--- src/verilog/cpt_pkg.sv ---
// Package for the indirect configuration access unit
package cpt_pkg;

    // ----------------------------------------------------------------
    // Register byte addresses
    // ----------------------------------------------------------------
    localparam logic [11:0] ADDR_CTRL   = 12'h0a0;
    localparam logic [11:0] ADDR_DATA   = 12'h0a4;
    localparam logic [11:0] ADDR_STATUS = 12'h0a8;
    localparam logic [11:0] ADDR_IRQ_EN = 12'h0c0;

    // ----------------------------------------------------------------
    // Control field positions
    // ----------------------------------------------------------------
    localparam int REG_LSB   = 2;
    localparam int REG_MSB   = 7;
    localparam int EXT_REG_LSB = 8;
    localparam int EXT_REG_MSB = 11;
    localparam int FN_LSB      = 12;
    localparam int FN_MSB      = 14;
    localparam int DEVNUM_LSB  = 15;
    localparam int DEVNUM_MSB  = 19;
    localparam int BUS_LSB   = 20;
    localparam int BUS_MSB   = 27;
    localparam int TYPE_BIT  = 30;
    localparam int OP_BIT    = 31;

    // ----------------------------------------------------------------
    // Status field positions and values
    // ----------------------------------------------------------------
    localparam int ST_BUSY_BIT  = 0;
    localparam int ST_DONE_BIT  = 1;
    localparam int ST_CODE_LSB  = 2;
    localparam int ST_CODE_MSB  = 4;
    localparam int ST_ABORT_BIT = 5;
    localparam int ST_CAP_BIT   = 31;

    localparam logic [31:0] CTRL_RESET = 32'h0000_0000;
    localparam logic [31:0] DATA_RESET = 32'h0000_0000;
    localparam logic [31:0] CTRL_WMASK = 32'hcfff_fffc;

    // ----------------------------------------------------------------
    // Completion codes
    // ----------------------------------------------------------------
    typedef enum logic [2:0] {
        CPL_SC  = 3'h0,
        CPL_UR  = 3'h1,
        CPL_CRS = 3'h2,
        CPL_CA  = 3'h3,
        CPL_RA  = 3'h4
    } cpt_cpl_e;

    // Unit state, Gray coded along idle and wait
    typedef enum logic [1:0] {
        ST_IDLE = 2'h0,
        ST_WAIT = 2'h1
    } cpt_state_e;

    // Outgoing configuration request
    typedef struct packed {
        logic        is_write;
        logic        type1;
        logic [7:0]  bus;
        logic [4:0]  devnum;
        logic [2:0]  fnnum;
        logic [3:0]  ext_reg;
        logic [5:0]  regnum;
        logic [3:0]  byte_en;
        logic [31:0] wdata;
    } cpt_req_s;

    // Returned completion
    typedef struct packed {
        cpt_cpl_e    status;
        logic [31:0] rdata;
    } cpt_cpl_s;

endpackage

--- src/verilog/cpt_unit.sv ---
// Indirect configuration access unit with APB register slave
//
// Register access over APB is this design's own decision.
`timescale 1ns/1ps
`default_nettype none

// Summary of operation
// - Control bits 7:2 hold the dword register index of the request.
// - Control bits 11:8 hold the extended register index of the request.
// - Control bits 14:12 hold the function number of the request.
// - Control bits 19:15 hold the device number of the request.
// - Control bits 27:20 hold the bus number of the request.
// - Control bit 30 selects a type 0 or type 1 configuration request.
// - Control bit 31 selects a configuration read or write for the launch.
// - Each write to the data register while idle and out of hot reset issues one configuration request.
// - The request byte enables equal the byte enables of that data write.
// - For a write the data register value is the request payload.
// - For a read the written value is dropped and completion data loads later.
// - Outcome is reported through the status register; done also drives irq when the interrupt is enabled.
// - Address, operation and data fields clear only at power-up, not at hot reset.
// - Busy reads one while a request is outstanding and zero when idle.
// - Done sets on completion, and writing one clears it or aborts a request.
// - Completion codes are success 0, unsupported 1, retry 2, completer 3, requester 4.
module cpt_unit (
    // APB slave
    input  wire logic                pclk,
    input  wire logic                presetn,
    input  wire logic                hot_rst_n,
    input  wire logic                psel,
    input  wire logic                penable,
    input  wire logic                pwrite,
    input  wire logic [11:0]         paddr,
    input  wire logic [31:0]         pwdata,
    input  wire logic [3:0]          pstrb,
    output logic      [31:0]         prdata,
    output logic                     pready,
    output logic                     pslverr,
    // Far side configuration request
    output logic                     req_valid,
    output cpt_pkg::cpt_req_s        req_out,
    input  wire logic                req_ready,
    output logic                     req_abort,
    // Far side completion
    input  wire logic                cpl_valid,
    input  wire cpt_pkg::cpt_cpl_s   cpl_in,
    // Interrupt
    output logic                     irq
);

    // ----------------------------------------------------------------
    // Bus decode
    // ----------------------------------------------------------------
    logic wr_acc;
    logic rd_acc;
    logic hit_ctrl;
    logic hit_data;
    logic hit_stat;
    logic hit_irq;
    logic launch;
    logic abort_req;

    assign wr_acc   = psel & penable & pwrite;
    assign rd_acc   = psel & penable & ~pwrite;
    assign hit_ctrl = (paddr == cpt_pkg::ADDR_CTRL);
    assign hit_data = (paddr == cpt_pkg::ADDR_DATA);
    assign hit_stat = (paddr == cpt_pkg::ADDR_STATUS);
    assign hit_irq  = (paddr == cpt_pkg::ADDR_IRQ_EN);
    assign pready   = 1'b1;
    assign pslverr  = psel & penable & ~(hit_ctrl | hit_data | hit_stat | hit_irq);

    function automatic logic [31:0] lane_merge(input logic [31:0] old_v,
                                               input logic [31:0] new_v,
                                               input logic [3:0]  be);
        logic [31:0] res;
        res = old_v;
        for (int i = 0; i < 4; i++) begin
            if (be[i]) begin
                res[i*8 +: 8] = new_v[i*8 +: 8];
            end
        end
        return res;
    endfunction

    // ----------------------------------------------------------------
    // Registers
    // ----------------------------------------------------------------
    logic [31:0]         ctrl_ff;
    logic                type_ff;
    logic [31:0]         data_ff;
    cpt_pkg::cpt_state_e state_ff;
    logic                done_ff;
    logic [2:0]          code_ff;
    logic                abort_ff;
    logic                irq_en_ff;
    logic                req_pend_ff;
    cpt_pkg::cpt_req_s   req_ff;

    // Launch only from idle; a write while busy still updates data for a write operation but issues nothing
    // No launch during hot reset, else a request would hang with the unit idle
    assign launch    = wr_acc & hit_data & (state_ff == cpt_pkg::ST_IDLE) & hot_rst_n;
    assign abort_req = wr_acc & hit_stat & pwdata[cpt_pkg::ST_DONE_BIT];

    // power-up only fields
    // Power-up reset only; hot reset leaves these untouched
    always_ff @(posedge pclk or negedge presetn) begin
        if (!presetn) begin
            ctrl_ff <= cpt_pkg::CTRL_RESET;
        end else if (wr_acc & hit_ctrl) begin
            ctrl_ff <= lane_merge(ctrl_ff, pwdata, pstrb) & cpt_pkg::CTRL_WMASK;
        end
    end

    // type bit
    // Type bit also clears on hot reset
    always_ff @(posedge pclk or negedge presetn) begin
        if (!presetn) begin
            type_ff <= 1'b0;
        end else if (!hot_rst_n) begin
            type_ff <= 1'b0;
        end else if (wr_acc & hit_ctrl & pstrb[cpt_pkg::TYPE_BIT / 8]) begin
            type_ff <= pwdata[cpt_pkg::TYPE_BIT];
        end
    end

    always_ff @(posedge pclk or negedge presetn) begin
        if (!presetn) begin
            data_ff <= cpt_pkg::DATA_RESET;
        end else if (state_ff == cpt_pkg::ST_WAIT && cpl_valid && !req_pend_ff
                     && !req_ff.is_write) begin
            data_ff <= cpl_in.rdata;
        end else if (wr_acc & hit_data & ctrl_ff[cpt_pkg::OP_BIT]) begin
            data_ff <= lane_merge(data_ff, pwdata, pstrb);
        end
    end

    // ----------------------------------------------------------------
    // Request sequencing
    // ----------------------------------------------------------------
    // launch and busy
    always_ff @(posedge pclk or negedge presetn) begin
        if (!presetn) begin
            state_ff <= cpt_pkg::ST_IDLE;
        end else if (!hot_rst_n) begin
            state_ff <= cpt_pkg::ST_IDLE;
        end else begin
            case (state_ff)
                cpt_pkg::ST_IDLE: begin
                    if (launch) begin
                        state_ff <= cpt_pkg::ST_WAIT;
                    end
                end
                cpt_pkg::ST_WAIT: begin
                    if (abort_req || (cpl_valid && !req_pend_ff)) begin
                        state_ff <= cpt_pkg::ST_IDLE;
                    end
                end
                default: begin
                    state_ff <= cpt_pkg::ST_IDLE;
                end
            endcase
        end
    end

    always_ff @(posedge pclk or negedge presetn) begin
        if (!presetn) begin
            req_pend_ff <= 1'b0;
            req_ff      <= '0;
        end else if (launch) begin
            req_pend_ff    <= 1'b1;
            req_ff.is_write <= ctrl_ff[cpt_pkg::OP_BIT];
            req_ff.type1   <= type_ff;
            req_ff.bus     <= ctrl_ff[cpt_pkg::BUS_MSB:cpt_pkg::BUS_LSB];
            req_ff.devnum  <= ctrl_ff[cpt_pkg::DEVNUM_MSB:cpt_pkg::DEVNUM_LSB];
            req_ff.fnnum   <= ctrl_ff[cpt_pkg::FN_MSB:cpt_pkg::FN_LSB];
            req_ff.ext_reg <= ctrl_ff[cpt_pkg::EXT_REG_MSB:cpt_pkg::EXT_REG_LSB];
            req_ff.regnum  <= ctrl_ff[cpt_pkg::REG_MSB:cpt_pkg::REG_LSB];
            req_ff.byte_en <= pstrb;
            req_ff.wdata   <= lane_merge(data_ff, pwdata, pstrb);
        end else if (req_ready || abort_req || !hot_rst_n) begin
            req_pend_ff <= 1'b0;
        end
    end

    assign req_valid = req_pend_ff;
    assign req_out   = req_ff;
    assign req_abort = abort_req & (state_ff == cpt_pkg::ST_WAIT);

    // ----------------------------------------------------------------
    // Status
    // ----------------------------------------------------------------
    // completion status
    // Completion wins over a same-cycle abort so no outcome is lost
    always_ff @(posedge pclk or negedge presetn) begin
        if (!presetn) begin
            done_ff  <= 1'b0;
            code_ff  <= cpt_pkg::CPL_SC;
            abort_ff <= 1'b0;
        end else if (state_ff == cpt_pkg::ST_WAIT && cpl_valid && !req_pend_ff) begin
            done_ff  <= 1'b1;
            code_ff  <= cpl_in.status;
            abort_ff <= (cpl_in.status == cpt_pkg::CPL_RA);
        end else if (state_ff == cpt_pkg::ST_WAIT && abort_req) begin
            done_ff  <= 1'b1;
            code_ff  <= cpt_pkg::CPL_RA;
            abort_ff <= 1'b1;
        end else if (launch) begin
            done_ff  <= 1'b0;
            abort_ff <= 1'b0;
        end else if (abort_req) begin
            done_ff  <= 1'b0;
        end
    end

    // Interrupt enable
    always_ff @(posedge pclk or negedge presetn) begin
        if (!presetn) begin
            irq_en_ff <= 1'b0;
        end else if (wr_acc & hit_irq & pstrb[cpt_pkg::ST_DONE_BIT / 8]) begin
            irq_en_ff <= pwdata[cpt_pkg::ST_DONE_BIT];
        end
    end

    assign irq = done_ff & irq_en_ff;

    // ----------------------------------------------------------------
    // Read mux
    // ----------------------------------------------------------------
    // register readback
    always_comb begin
        prdata = 32'h0000_0000;
        if (rd_acc) begin
            if (hit_ctrl) begin
                prdata = ctrl_ff;
                prdata[cpt_pkg::TYPE_BIT] = type_ff;
            end else if (hit_data) begin
                prdata = data_ff;
            end else if (hit_stat) begin
                prdata[cpt_pkg::ST_BUSY_BIT] = (state_ff == cpt_pkg::ST_WAIT);
                prdata[cpt_pkg::ST_DONE_BIT] = done_ff;
                prdata[cpt_pkg::ST_CODE_MSB:cpt_pkg::ST_CODE_LSB] = code_ff;
                prdata[cpt_pkg::ST_ABORT_BIT] = abort_ff;
                prdata[cpt_pkg::ST_CAP_BIT] = 1'b1;
            end else if (hit_irq) begin
                prdata[cpt_pkg::ST_DONE_BIT] = irq_en_ff;
            end
        end
    end

    // ----------------------------------------------------------------
    // Assertions
    // ----------------------------------------------------------------
    a_launch_busy: assert property (
        @(posedge pclk) disable iff (!presetn)
        launch && hot_rst_n |=> state_ff == cpt_pkg::ST_WAIT && !done_ff)
        else $error("launch did not set busy");
    a_req_bytes: assert property (
        @(posedge pclk) disable iff (!presetn)
        launch |=> req_valid && req_out.byte_en == $past(pstrb))
        else $error("byte enables mismatch");
    a_req_op: assert property (
        @(posedge pclk) disable iff (!presetn)
        launch |=> req_out.is_write == $past(ctrl_ff[cpt_pkg::OP_BIT]))
        else $error("operation mismatch");
    a_req_bus: assert property (
        @(posedge pclk) disable iff (!presetn)
        launch |=> req_out.bus == $past(ctrl_ff[cpt_pkg::BUS_MSB:cpt_pkg::BUS_LSB]))
        else $error("bus field mismatch");
    a_cpl_done: assert property (
        @(posedge pclk) disable iff (!presetn || !hot_rst_n)
        state_ff == cpt_pkg::ST_WAIT && cpl_valid && !req_pend_ff
        |=> done_ff && state_ff == cpt_pkg::ST_IDLE)
        else $error("completion not flagged");
    a_rd_return: assert property (
        @(posedge pclk) disable iff (!presetn)
        state_ff == cpt_pkg::ST_WAIT && cpl_valid && !req_pend_ff
        && !req_out.is_write |=> data_ff == $past(cpl_in.rdata))
        else $error("read data not loaded");
    a_ra_flag: assert property (
        @(posedge pclk) disable iff (!presetn)
        done_ff |-> abort_ff == (code_ff == cpt_pkg::CPL_RA))
        else $error("abort flag inconsistent");
    a_hot_keep: assert property (
        @(posedge pclk) disable iff (!presetn)
        !hot_rst_n && !(wr_acc && hit_ctrl) |=> $stable(ctrl_ff))
        else $error("control lost on hot reset");
    a_abort_end: assert property (
        @(posedge pclk) disable iff (!presetn)
        state_ff == cpt_pkg::ST_WAIT && abort_req && !(cpl_valid && !req_pend_ff)
        |=> done_ff && abort_ff && code_ff == cpt_pkg::CPL_RA)
        else $error("abort not flagged");
    a_w1c_clear: assert property (
        @(posedge pclk) disable iff (!presetn)
        state_ff == cpt_pkg::ST_IDLE && abort_req && !launch |=> !done_ff)
        else $error("done not cleared");
    a_hot_idle: assert property (
        @(posedge pclk) disable iff (!presetn)
        !hot_rst_n |=> state_ff == cpt_pkg::ST_IDLE && !req_valid)
        else $error("hot reset left request");
    a_read_keep: assert property (
        @(posedge pclk) disable iff (!presetn)
        wr_acc && hit_data && !ctrl_ff[cpt_pkg::OP_BIT]
        && !(state_ff == cpt_pkg::ST_WAIT && cpl_valid && !req_pend_ff)
        |=> $stable(data_ff))
        else $error("read launch changed data");

endmodule

`default_nettype wire
--- config.mk ---
export PLATFORM = sky130hd
export DESIGN_NAME = cpt_unit
export DESIGN_NICKNAME = d
export VERILOG_FILES = /design/src/verilog/cpt_pkg.sv /design/src/verilog/cpt_unit.sv
export SDC_FILE = /design/constraint.sdc
export NUM_CORES = 1
export LEC_CHECK = 0
export ABC_AREA = 1
export BUFFER_PORTS_ARGS = -buffer_cell sky130_fd_sc_hd__buf_4
export CAP_MARGIN = 20
export CELL_PAD_IN_SITES_DETAIL_PLACEMENT = 1
export CELL_PAD_IN_SITES_GLOBAL_PLACEMENT = 2
export CORE_MARGIN = 2
export CORE_UTILIZATION = 29
export DETAILED_ROUTE_END_ITERATION = 8
export GPL_TIMING_DRIVEN = 0
export PLACE_DENSITY = 0.83
export SKIP_CTS_REPAIR_TIMING = 1
export SLEW_MARGIN = 5
export SYNTH_ARGS = -nofsm -noshare
export SYNTH_HDL_FRONTEND = slang
export SYNTH_SLANG_ARGS = --single-unit
--- constraint.sdc ---
create_clock -name pclk -period 1.9 [get_ports pclk]
set_input_delay 0.095 -clock pclk [delete_from_list [all_inputs] [get_ports pclk]]
set_output_delay 0.095 -clock pclk [all_outputs]
set_load 0.1 [all_outputs]
Word level (Yosys, flattened, before mapping)

Index checks and enable logic that the tools add are counted.
Widths: inputs -> output; s select.

Bitwise gates (word level): 21
Reduce and logical (&&, ||, !) cells: 22
Mux-type cells: 33
Equality and inequality tests: 9

Operators by type and width:

| kind                | count |
|---|---|
| $mux 32             | 4 |
| $eq 12x8->1 const B | 4 |
| $mux 8              | 4 |
| $mux 25             | 1 |
| $and 1x1->1         | 16 |
| $mux 1              | 16 |
| $reduce_and 2->1    | 5 |
| $mux 2              | 3 |
| $mux 3              | 2 |
| $mux 6              | 1 |
| $ne 3x3->1 const B  | 2 |
| $reduce_bool 2->1   | 3 |
| $logic_and 1x1->1   | 5 |
| $mux 4              | 1 |
| $pmux 2 s2          | 1 |
| $reduce_bool 4->1   | 1 |
| $eq 3x3->1 const B  | 1 |
| $logic_not 1->1     | 3 |
| $logic_or 1x1->1    | 3 |
| $or 1x1->1          | 3 |
| $reduce_bool 3->1   | 1 |
| $eq 2x1->1 const B  | 1 |
| $logic_not 2->1     | 1 |
| $ne 2x1->1 const B  | 1 |
| $not 1->1           | 2 |

Bits of input ports: 91
Word-level logic and storage cells: 106
Output and inout port bits: 101
Register bits: 134

Depth between registers and ports, before layout

Gate-level depths: netlist (run 1).

Word-level depth: 8
Gate-level depth with buffers: 12
Gate-level depth less buffers: 10

Worst setup path after synthesis (run 1)

OpenSTA, ideal clock, no wires.

Kind: input -> output
Start point: input paddr[11]
End point: output prdata[28]
Path buffers: 1
Data arrival time: 2806 ps
Path slack: -1001 ps
Stages on the path: 6
Cells stage by stage: nor2_1 -> nand2_1 -> nor2_4 -> nand2_2 -> clkbuf_1 -> nor3_1

Word-level cells in the longest chain between the ends: 4

RTL lines:

| what        | RTL line        | source |
|---|---|---|
| from (decl) | cpt_unit.sv:32  | `input wire logic [11:0] paddr,` |
| $eq 12x8->1 | cpt_unit.sv:65  | `assign hit_data = (paddr == cpt_pkg::ADDR_DATA);` |
| $mux 25     | cpt_unit.sv:235 | `end else if (hit_data) begin` |
| $mux 32 (*) | cpt_unit.sv:232 | `if (hit_ctrl) begin` |
| $mux 32 (*) | cpt_unit.sv:231 | `if (rd_acc) begin` |
| to (decl)   | cpt_unit.sv:35  | `output logic [31:0] prdata,` |

Every way passes the cells marked *; elsewhere a longest branch is shown, timed or not.

Worst setup path in the final report (run 1)

Start point: input paddr[11]
End point: output prdata[26]

The elaborated chain is that of the path after synthesis.

==> results of run 1 <==
## path summary, 6_finish.rpt
kind / cells after the start / end
setup reg to reg: 9 / data_ff[1]
max in group asynchronous: 3 / req_out[23]
hold reg to reg: 2 / req_out[19]
min in group asynchronous: 2 / req_out[44]
hold / removal: 5 / code_ff[2]
setup / recovery: 10 / prdata[26]
## power groups by stage
| stage | registers, W | logic [W] | clock network (W) |
|---|---|---|---|
| after floorplan | 0.00287 | 0.000134 | 0 |
| after global placement | 0.00287 | 0.000419 | 0 |
| after detailed placement | 0.00287 | 0.000427 | 0 |
| after CTS | 0.00281 | 0.000429 | 0.00336 |
| after global routing | 0.00281 | 0.000530 | 0.00347 |
| final | 0.00281 | 0.000480 | 0.00330 |
## sequential cells by signal, indices dropped and copies added, names as in the netlist
signal	flops
req_out	64
code_ff	3
data_ff	32
irq_en_ff	1
ctrl_ff	27
type_ff	1
req_valid	1
state_ff	1
abort_ff	1
done_ff	1
## synthesized netlist by cell type
cell type / instances
a21oi_1: 47
a31oi_1: 25
buf_1: 6
buf_2: 13
buf_4: 6
buf_6: 6
clkbuf_1: 16
clkinv_1: 2
clkinv_2: 2
conb_1: 1
dfrtp_1: 132
inv_1: 65
inv_2: 3
nand2_1: 385
nand2_2: 3
nand3_1: 39
nand3_4: 1
nand4_1: 5
nor2_1: 65
nor2_2: 1
nor2_4: 2
nor3_1: 6
o211ai_1: 1
o21ai_0: 27
o21ai_1: 23
o21ai_2: 9
o21bai_1: 5
o31ai_1: 1
## through the flow
step,worst slack [ns],cell area [um2]
after floorplan,-0.144,6830
after global placement,-0.562,8610
after detailed placement,-0.357,8640
after CTS,-0.361,9210
after global routing,-0.00722,9750
final,0.115,9750
## cell type report
type	instances	area, um2	area share [%]
buffer	46	279	2.86
clock buffer	19	443	4.54
clock inverter	12	131	1.35
inverter	72	277	2.84
multi-input combinational	646	3020	31.0
sequential	132	3310	33.9
tap	285	357	3.66
timing repair buffer	226	1940	19.9
## layer usage
layer	vias up	routed length [um]	global-route usage, %
li1	3320	-	-
met5	-	0	0
met4	0	422	5.20
met3	30	982	4.01
met2	158	12700	37.4
met1	3364	11700	28.4
## worst register-to-register path, stage by stage, from the launching register on
cell and delay [ns]:
dfrtp_2 0.40, inv_1 0.07, nand2_1 0.12, nor2_4 0.15, nand2_2 0.11, clkbuf_4 0.23
buf_2 0.23, a31oi_1 0.21, nand2_1 0.08, nand2_1 0.08
## kinds of logic after synthesis
logic type,count (synthesis),share of synthesized area (%)
simple gates,507,30.4
compound gates,138,11.7
flops,132,49.9
buf+inv,119,8.05
other cells,1,0.0566
==> out/results.tsv, run 1 <==
stage	metric	value	unit
detailed_routing	WL final	25800	um
critical_path	crit path kind	input port to output pin	
global_routing	vias in the first global route	7075	
sta	final setup fails	0	
sta	period utilization	93.9	%
status	status	complete, but fails checks	
critical_path	Worst path top cell family by delay	buffers and inverters	
finish	post-route non-filler standard cell count	1438	
critical_path	Crit path required time	1.80	ns
power	PD cells	676	nW/um2
placement	gpl congestion	0.812	
sta	Fin. Hold Viols	1	
die	Die Span Y	155	um
clock_network	TritonCTS clock tree	built	
critical_path	Worst path most repeated cell	nand2_1	
critical_path	Crit path buffers/inverters	4	
power	Combinational Power Share	7.3	%
die	Row Count	55	
placement	# placed instances	1372	
finish	Layout Utilization	43.3	%
global_routing	largest net degree at the start of global routing	79	
global_routing	Tot GR Track Use	21.7	%
synthesis	post-synthesis net count	988	
placement	detailed placement HPWL	18700	um
synthesis	Synth area leaders	dfrtp_1, nand2_1, inv_1	
min_path	Worst Hold Launch	cpl_in[34]	
synthesis	cell taking the most area after synthesis	dfrtp_1	
critical_path	Worst setup SP type	input port	
finish	most frequent cells in the layout	nand2_1, buf_4, dfrtp_1, inv_1, nor2_1	
placement	input/output buffers	189	
critical_path	crit path cell chain	buf_4 > nor2_1 > nand2_1 > nor2_4 > nand2_2 > clkinv_2 > buf_2 > nand2_1 > a21oi_4 > buf_6	
sta	Worst Skew	0.00843	ns
power	P_int	0.00499	W
clock_network	clock sink count	132	
power	Psw	0.00161	W
sta	Worst slew margin	48.1	%
clock_network	Skew-Pair Late Insertion Delay	0.42	ns
synthesis	sequential area share after synthesis	49.9	%
status	failing checks	negative hold slack	
min_path	worst min path class	input port to flop	
critical_path	Arrival @ worst endpoint	1.69	ns
job	# Max-Cap Violations	0	
power	clock power share	50.0	%
die	Initial Utilization	29.4	%
finish	commonest non-fill, non-tap cell in the layout	nand2_1	
detailed_routing	DR iter-0 viols	325	
global_routing	Overflow after GRT	0	
detailed_routing	Wirelength per Cell	17.9	um
clock_network	clk slew on worst S/H paths	0.06	ns
clock_network	CTS buffer count	17	
power	Max VDD drop	0.000528	V
critical_path	Max FO, Critical Path	10	
synthesis	share of the synthesized area in the top cell type	49.9	%
synthesis	synthesized area	6620	um2
die	die area	24100	um2
detailed_routing	total number of vias	6872	
detailed_routing	DRC violations left	0	
critical_path	critical path launch point	paddr[11]	
global_routing	first-pass GRT wire length	39800	um
detailed_routing	DR pass1 iterations	5	
synthesis	Gate Count Post-Synth	897	
sta	Pins Over Slew Limit	0	
power	Static Leak	5.09	nW
critical_path	R2R setup slack	0.16	ns
sta	actual slew at the worst max-slew pin	0.778	ns
power	Reg power frac	42.7	%
sta	Fmax achieved	560	MHz
global_routing	initial antenna violation count	0	
clock_network	H-Tree Level Count	4	
clock_network	Clock Path Buffers	2	
sta	Tmin final	1.79	ns
synthesis	#FFs+latches synth	132	
finish	# nets final	1232	
synthesis	Syn Area/Cell	7.38	um2
clock_network	clock root buffer	clkbuf_16	
critical_path	slowest CP cell	buf_2	
critical_path	Worst R2R Start	req_valid	
finish	Area Growth Syn to Fin	47.2	%
critical_path	crit-path max cell delay	0.31	ns
critical_path	CP endpoint kind	output pin	
die	DIE WIDTH	155	um
finish	n_diodes	0	
die	core area	22500	um2
die	Top Ports	192	
sta	Hold Slack	-0.00850	ns
power	Pwr Total	0.00660	W
synthesis	count of different cell masters after synthesis	28	
power	Sw Share	24.4	%
detailed_routing	Via density	4.78	
sta	setup_tns	0	ns
synthesis	synth warn	0	
finish	Layout fillers	2714	
finish	fraction of layout cells with a size suffix above 1	27.0	%
detailed_routing	Final ANT Viol Nets	0	
Power figures use the tool's default switching activity.
==> run 2, diff against run 1 <==
==> constraint.sdc (replaced) <==
create_clock -name pclk -period 1.9 [get_ports pclk]
set_input_delay 0.285 -clock pclk [delete_from_list [all_inputs] [get_ports pclk]]
set_output_delay 0.285 -clock pclk [all_outputs]
set_load 0.1 [all_outputs]
==> out/results.tsv, run 2 (synthesis gave the netlist of run 1 again) <==
stage	metric	value	unit
power	Psw	0.00166	W
placement	gpl congestion	0.837	
die	core area	22500	um2
die	die area	24100	um2
clock_network	clk slew on worst S/H paths	0.06	ns
detailed_routing	Via density	4.80	
clock_network	Skew-Pair Late Insertion Delay	0.42	ns
sta	unrepaired setup endpoints after global routing	yes	
critical_path	Worst setup SP type	input port	
critical_path	R2R setup slack	0.13	ns
critical_path	crit path cell chain	buf_6 > nor2_4 > nand2_4 > nor2_4 > nand2_4 > buf_12 > clkinv_16 > clkbuf_16 > nand2_4 > a21oi_4 > buf_12	
sta	final worst slack	-0.118	ns
critical_path	Max FO, Critical Path	6	
detailed_routing	WL final	26300	um
sta	period utilization	106	%
power	Max VDD drop	0.000472	V
sta	Pins Over Slew Limit	0	
power	Static Leak	5.27	nW
critical_path	CP endpoint kind	output pin	
critical_path	Worst path top cell family by delay	buffers and inverters	
finish	commonest non-fill, non-tap cell in the layout	nand2_1	
detailed_routing	Wirelength per Cell	18.5	um
placement	input/output buffers	189	
power	P_int	0.00508	W
global_routing	first-pass GRT wire length	39800	um
sta	Fin. Hold Viols	0	
critical_path	Worst path most repeated cell	nand2_4	
sta	Tmin final	2.02	ns
power	Combinational Power Share	6.8	%
die	Row Count	55	
placement	area of placed instances	9050	um2
global_routing	Tot GR Track Use	21.7	%
critical_path	Crit path required time	1.62	ns
job	# Max-Cap Violations	0	
global_routing	largest net degree at the start of global routing	72	
detailed_routing	total number of vias	6821	
power	clock power share	51.4	%
die	Top Ports	192	
sta	actual slew at the worst max-slew pin	0.738	ns
clock_network	Clock Path Buffers	2	
power	PD cells	643	nW/um2
clock_network	clock sink count	132	
critical_path	Arrival @ worst endpoint	1.73	ns
clock_network	H-Tree Level Count	4	
clock_network	CTS buffer count	17	
finish	n_diodes	0	
finish	Area Growth Syn to Fin	58.3	%
status	failing checks	negative setup slack	
critical_path	crit-path max cell delay	0.22	ns
finish	fraction of layout cells with a size suffix above 1	32.9	%
critical_path	slowest CP cell	nor2_4	
sta	Fmax achieved	496	MHz
min_path	worst min path class	input port to flop	
finish	post-route cell area	10500	um2
power	Reg power frac	41.8	%
placement	detailed placement HPWL	18700	um
finish	most frequent cells in the layout	nand2_1, buf_4, dfrtp_1, inv_1, nor2_1	
clock_network	clock root buffer	clkbuf_16	
global_routing	Overflow after GRT	0	
sta	final setup fails	30	
sta	Hold Slack	0.0810	ns
critical_path	Crit path buffers/inverters	5	
detailed_routing	Final ANT Viol Nets	0	
global_routing	vias in the first global route	7063	
die	Initial Utilization	29.4	%
clock_network	TritonCTS clock tree	built	
detailed_routing	DRC violations left	0	
global_routing	initial antenna violation count	0	
finish	# nets final	1213	
detailed_routing	DR iter-0 viols	243	
critical_path	crit path kind	input port to output pin	
die	Die Span Y	155	um
die	DIE WIDTH	155	um
status	status	complete, but fails checks	
finish	max reg flops	64	
sta	Worst slew margin	50.8	%
detailed_routing	DR pass1 iterations	6	
sta	Worst Skew	0.00797	ns
power	Sw Share	24.6	%
finish	Layout Utilization	46.6	%
## run 2: cell count changes in the layout (fill, tap and decap cells not counted), moves of 5 or more
cell,delta
buf_4,-12
a21oi_2,-14
o21ai_0,-5
a21oi_4,+14
nand2_1,-29
nand2_4,+26
inv_1,-6
o21bai_1,-5
buf_2,-5
buf_12,+30
dlygate4sd3_1,-34
## run 2: power groups by stage
stage	clock network [W]	registers, W	logic [W]
2_1_floorplan	0	0.00287	0.000148
3_3_place_gp	0	0.00287	0.000436
3_5_place_dp	0	0.00287	0.000446
4_1_cts	0.00351	0.00281	0.000446
5_1_grt	0.00365	0.00281	0.000505
6_report	0.00347	0.00281	0.000459
## run 2: layout make-up
cell class	instances	area [um2]
clock buffer	18	429
sequential	132	3310
multi-input combinational	646	3420
timing repair inverter	1	16.3
fill	2659	12000
timing repair buffer	205	2070
inverter	72	319
tap	285	357
clock inverter	14	178
buffer	47	390
## run 2: final timing paths
| kind | from | endpoint | cells past startpoint |
|---|---|---|---|
| setup / recovery | paddr[10] | prdata[11] | 11 |
| hold / removal | cpl_in[32] | code_ff[0] | 3 |
| setup reg to reg | req_valid | data_ff[17] | 8 |
| hold reg to reg | req_out[10] | req_out[10] | 2 |
| max in group asynchronous | presetn | req_valid | 3 |
| min in group asynchronous | presetn | req_out[12] | 2 |
## run 2: stage by stage
step	instances	setup TNS, ns	power (W)	setup slack [ns]
floorplan	897	-1.18	0.00302	-0.0613
CTS	1404	-11.42	0.00677	-0.325
global route	1420	-4.59	0.00697	-0.195
global placement	1371	-21.40	0.00330	-0.317
detailed placement	1372	-12.92	0.00331	-0.321
finish	1420	-2.20	0.00674	-0.118
## run 2: worst register-to-register path, cell delays in order (launching register included)
cell,delay [ns]
dfrtp_2,0.36
inv_1,0.05
nand2_1,0.16
nor2_4,0.07
nand2_2,0.12
buf_4,0.22
buf_1,0.47
nand3_1,0.16
nand2_1,0.12
## run 2: metal layers
| metal | vias up | share of wire (%) | GRT usage [%] |
|---|---|---|---|
| met5 | - | 0 | 0 |
| met4 | 0 | 1.2 | 6.13 |
| met3 | 23 | 4.0 | 3.34 |
| met2 | 142 | 49 | 35.9 |
| met1 | 3370 | 46 | 29.7 |
| li1 | 3286 | - | - |
==> run 3, diff against run 2 <==
--- a/config.mk
+++ b/config.mk
@@ -11,10 +11,10 @@
 export CELL_PAD_IN_SITES_DETAIL_PLACEMENT = 1
 export CELL_PAD_IN_SITES_GLOBAL_PLACEMENT = 2
 export CORE_MARGIN = 2
-export CORE_UTILIZATION = 29
+export CORE_UTILIZATION = 31
 export DETAILED_ROUTE_END_ITERATION = 8
 export GPL_TIMING_DRIVEN = 0
-export PLACE_DENSITY = 0.83
+export PLACE_DENSITY = 0.88
 export SKIP_CTS_REPAIR_TIMING = 1
 export SLEW_MARGIN = 5
 export SYNTH_ARGS = -nofsm -noshare
==> constraint.sdc (replaced) <==
create_clock -name pclk -period 2.4 [get_ports pclk]
set_input_delay 0.24 -clock pclk [delete_from_list [all_inputs] [get_ports pclk]]
set_output_delay 0.24 -clock pclk [all_outputs]
set_load 0.1 [all_outputs]
==> out/results.tsv, run 3 (synthesis gave the netlist of run 1 again) <==
stage	metric	value	unit
status	status	complete, no violations	
finish	Register Area	3300	um2
finish	post-route non-filler standard cell count	1395	
detailed_routing	Wirelength per Cell	17.9	um
global_routing	Tot GR Track Use	22.9	%
global_routing	initial antenna violation count	0	
global_routing	vias in the first global route	7008	
finish	fraction of layout cells with a size suffix above 1	26.4	%
global_routing	Overflow after GRT	0	
die	Top Ports	192	
finish	commonest non-fill, non-tap cell in the layout	nand2_1	
placement	detailed placement HPWL	18300	um
critical_path	Max FO, Critical Path	10	
sta	Pins Over Slew Limit	0	
detailed_routing	DRC violations left	0	
finish	most frequent cells in the layout	nand2_1, buf_4, dfrtp_1, inv_1, nor2_1	
detailed_routing	total number of vias	6736	
sta	period utilization	94.2	%
sta	actual slew at the worst max-slew pin	0.987	ns
sta	final worst slack	0.140	ns
finish	n_diodes	0	
placement	post-place setup slack	-0.136	ns
finish	multi-input logic area	2890	um2
critical_path	Worst setup SP type	input port	
sta	Fin. Hold Viols	0	
finish	# nets final	1198	
sta	Worst Skew	0.00729	ns
placement	# placed instances	1362	
global_routing	first-pass GRT wire length	38900	um
power	Static Leak	4.92	nW
detailed_routing	DR iter-0 viols	270	
power	PD cells	576	nW/um2
clock_network	TritonCTS clock tree	built	
detailed_routing	Final ANT Viol Nets	0	
power	Max VDD drop	0.000455	V
sta	Fmax achieved	443	MHz
detailed_routing	DR pass1 iterations	4	
critical_path	CP endpoint kind	output pin	
detailed_routing	Via density	4.83	
clock_network	clock root buffer	clkbuf_16	
critical_path	Crit path required time	2.16	ns
die	Die Span Y	150	um
sta	final setup fails	0	
critical_path	crit path kind	input port to output pin	
clock_network	CTS buffer count	17	
detailed_routing	WL final	24900	um
die	die area	22600	um2
die	core area	21000	um2
clock_network	clk slew on worst S/H paths	0.06	ns
clock_network	clock sink count	132	
sta	unrepaired setup endpoints after global routing	no	
global_routing	largest net degree at the start of global routing	70	
finish	Layout fillers	2613	
die	Initial Utilization	31.5	%
finish	max reg flops	64	
sta	Worst slew margin	34.2	%
die	Row Count	53	
job	# Max-Cap Violations	0	
min_path	worst min path class	input port to flop	
sta	Tmin final	2.26	ns
finish	Area Growth Syn to Fin	38.8	%
clock_network	Skew-Pair Late Insertion Delay	0.43	ns
placement	gpl congestion	0.853	
placement	input/output buffers	189	
clock_network	H-Tree Level Count	4	
die	DIE WIDTH	150	um
clock_network	Clock Path Buffers	2	
critical_path	Arrival @ worst endpoint	2.02	ns
run 3: changes by cell type in the layout (fill, tap and decap cells not counted), sizes merged:
cell,delta
clkinv,-1
buf,-11
clkinvlp,-4
inv,+4
clkbuf,-3
run 3: worst paths after layout:
check                                    to         from  depth (start not counted)  slack, ns
worst min-delay path             code_ff[0]   cpl_in[32]                          3       0.03
worst max register to register  data_ff[30]    req_valid                         10       0.31
worst max-delay path             prdata[11]    paddr[11]                         11       0.14
worst min register to register  req_out[12]  req_out[12]                          2       0.47
max in group asynchronous       req_out[38]      presetn                          3       1.25
min in group asynchronous       req_out[21]      presetn                          2       0.37
run 3: critical path, stage by stage:
cell,delay [ns]
buf_4,0.11
nor2_1,0.09
nand2_1,0.14
nor2_4,0.22
nand2_2,0.10
buf_2,0.19
clkinv_2,0.14
buf_4,0.22
nand2_1,0.09
a21oi_2,0.20
buf_6,0.26
run 3: layer usage:
metal	GRT usage (%)	share of wire, %	vias to the layer above
met5	0	0	-
met1	30.7	45	3286
met3	4.42	5.1	30
li1	-	-	3253
met4	7.08	2.0	0
met2	37.4	48	167
run 3: cell type report:
| type | count | area share (%) |
|---|---|---|
| repair buffers | 191 | 16.4 |
| flip-flops and latches | 132 | 35.9 |
| multi-input cells | 646 | 31.5 |
| clock buffers | 18 | 4.67 |
| plain buffers | 47 | 2.87 |
| well taps | 275 | 3.74 |
| clock inverters | 14 | 1.93 |
| inverters | 72 | 2.97 |
run 3: power by group:
group          total [W]  internal, W  switching [W]
sequential       0.00223      0.00223     0.00000104
clock            0.00274      0.00165        0.00109
combinational   0.000330     0.000134       0.000195
run 3: per-stage QoR:
stage	util, %	TNS, ns	cell area [um2]	hold WS [ns]	total power, W
floorplan	-	-1.58	6730	-0.0556	0.00238
global placement	40.4	-0.704	8490	0.457	0.00259
detailed placement	40.5	-1.40	8520	0.294	0.00260
CTS	43.4	-1.55	9130	-0.171	0.00535
global route	43.7	0	9200	0.0341	0.00548
finish	43.7	0	9200	0.0295	0.00530
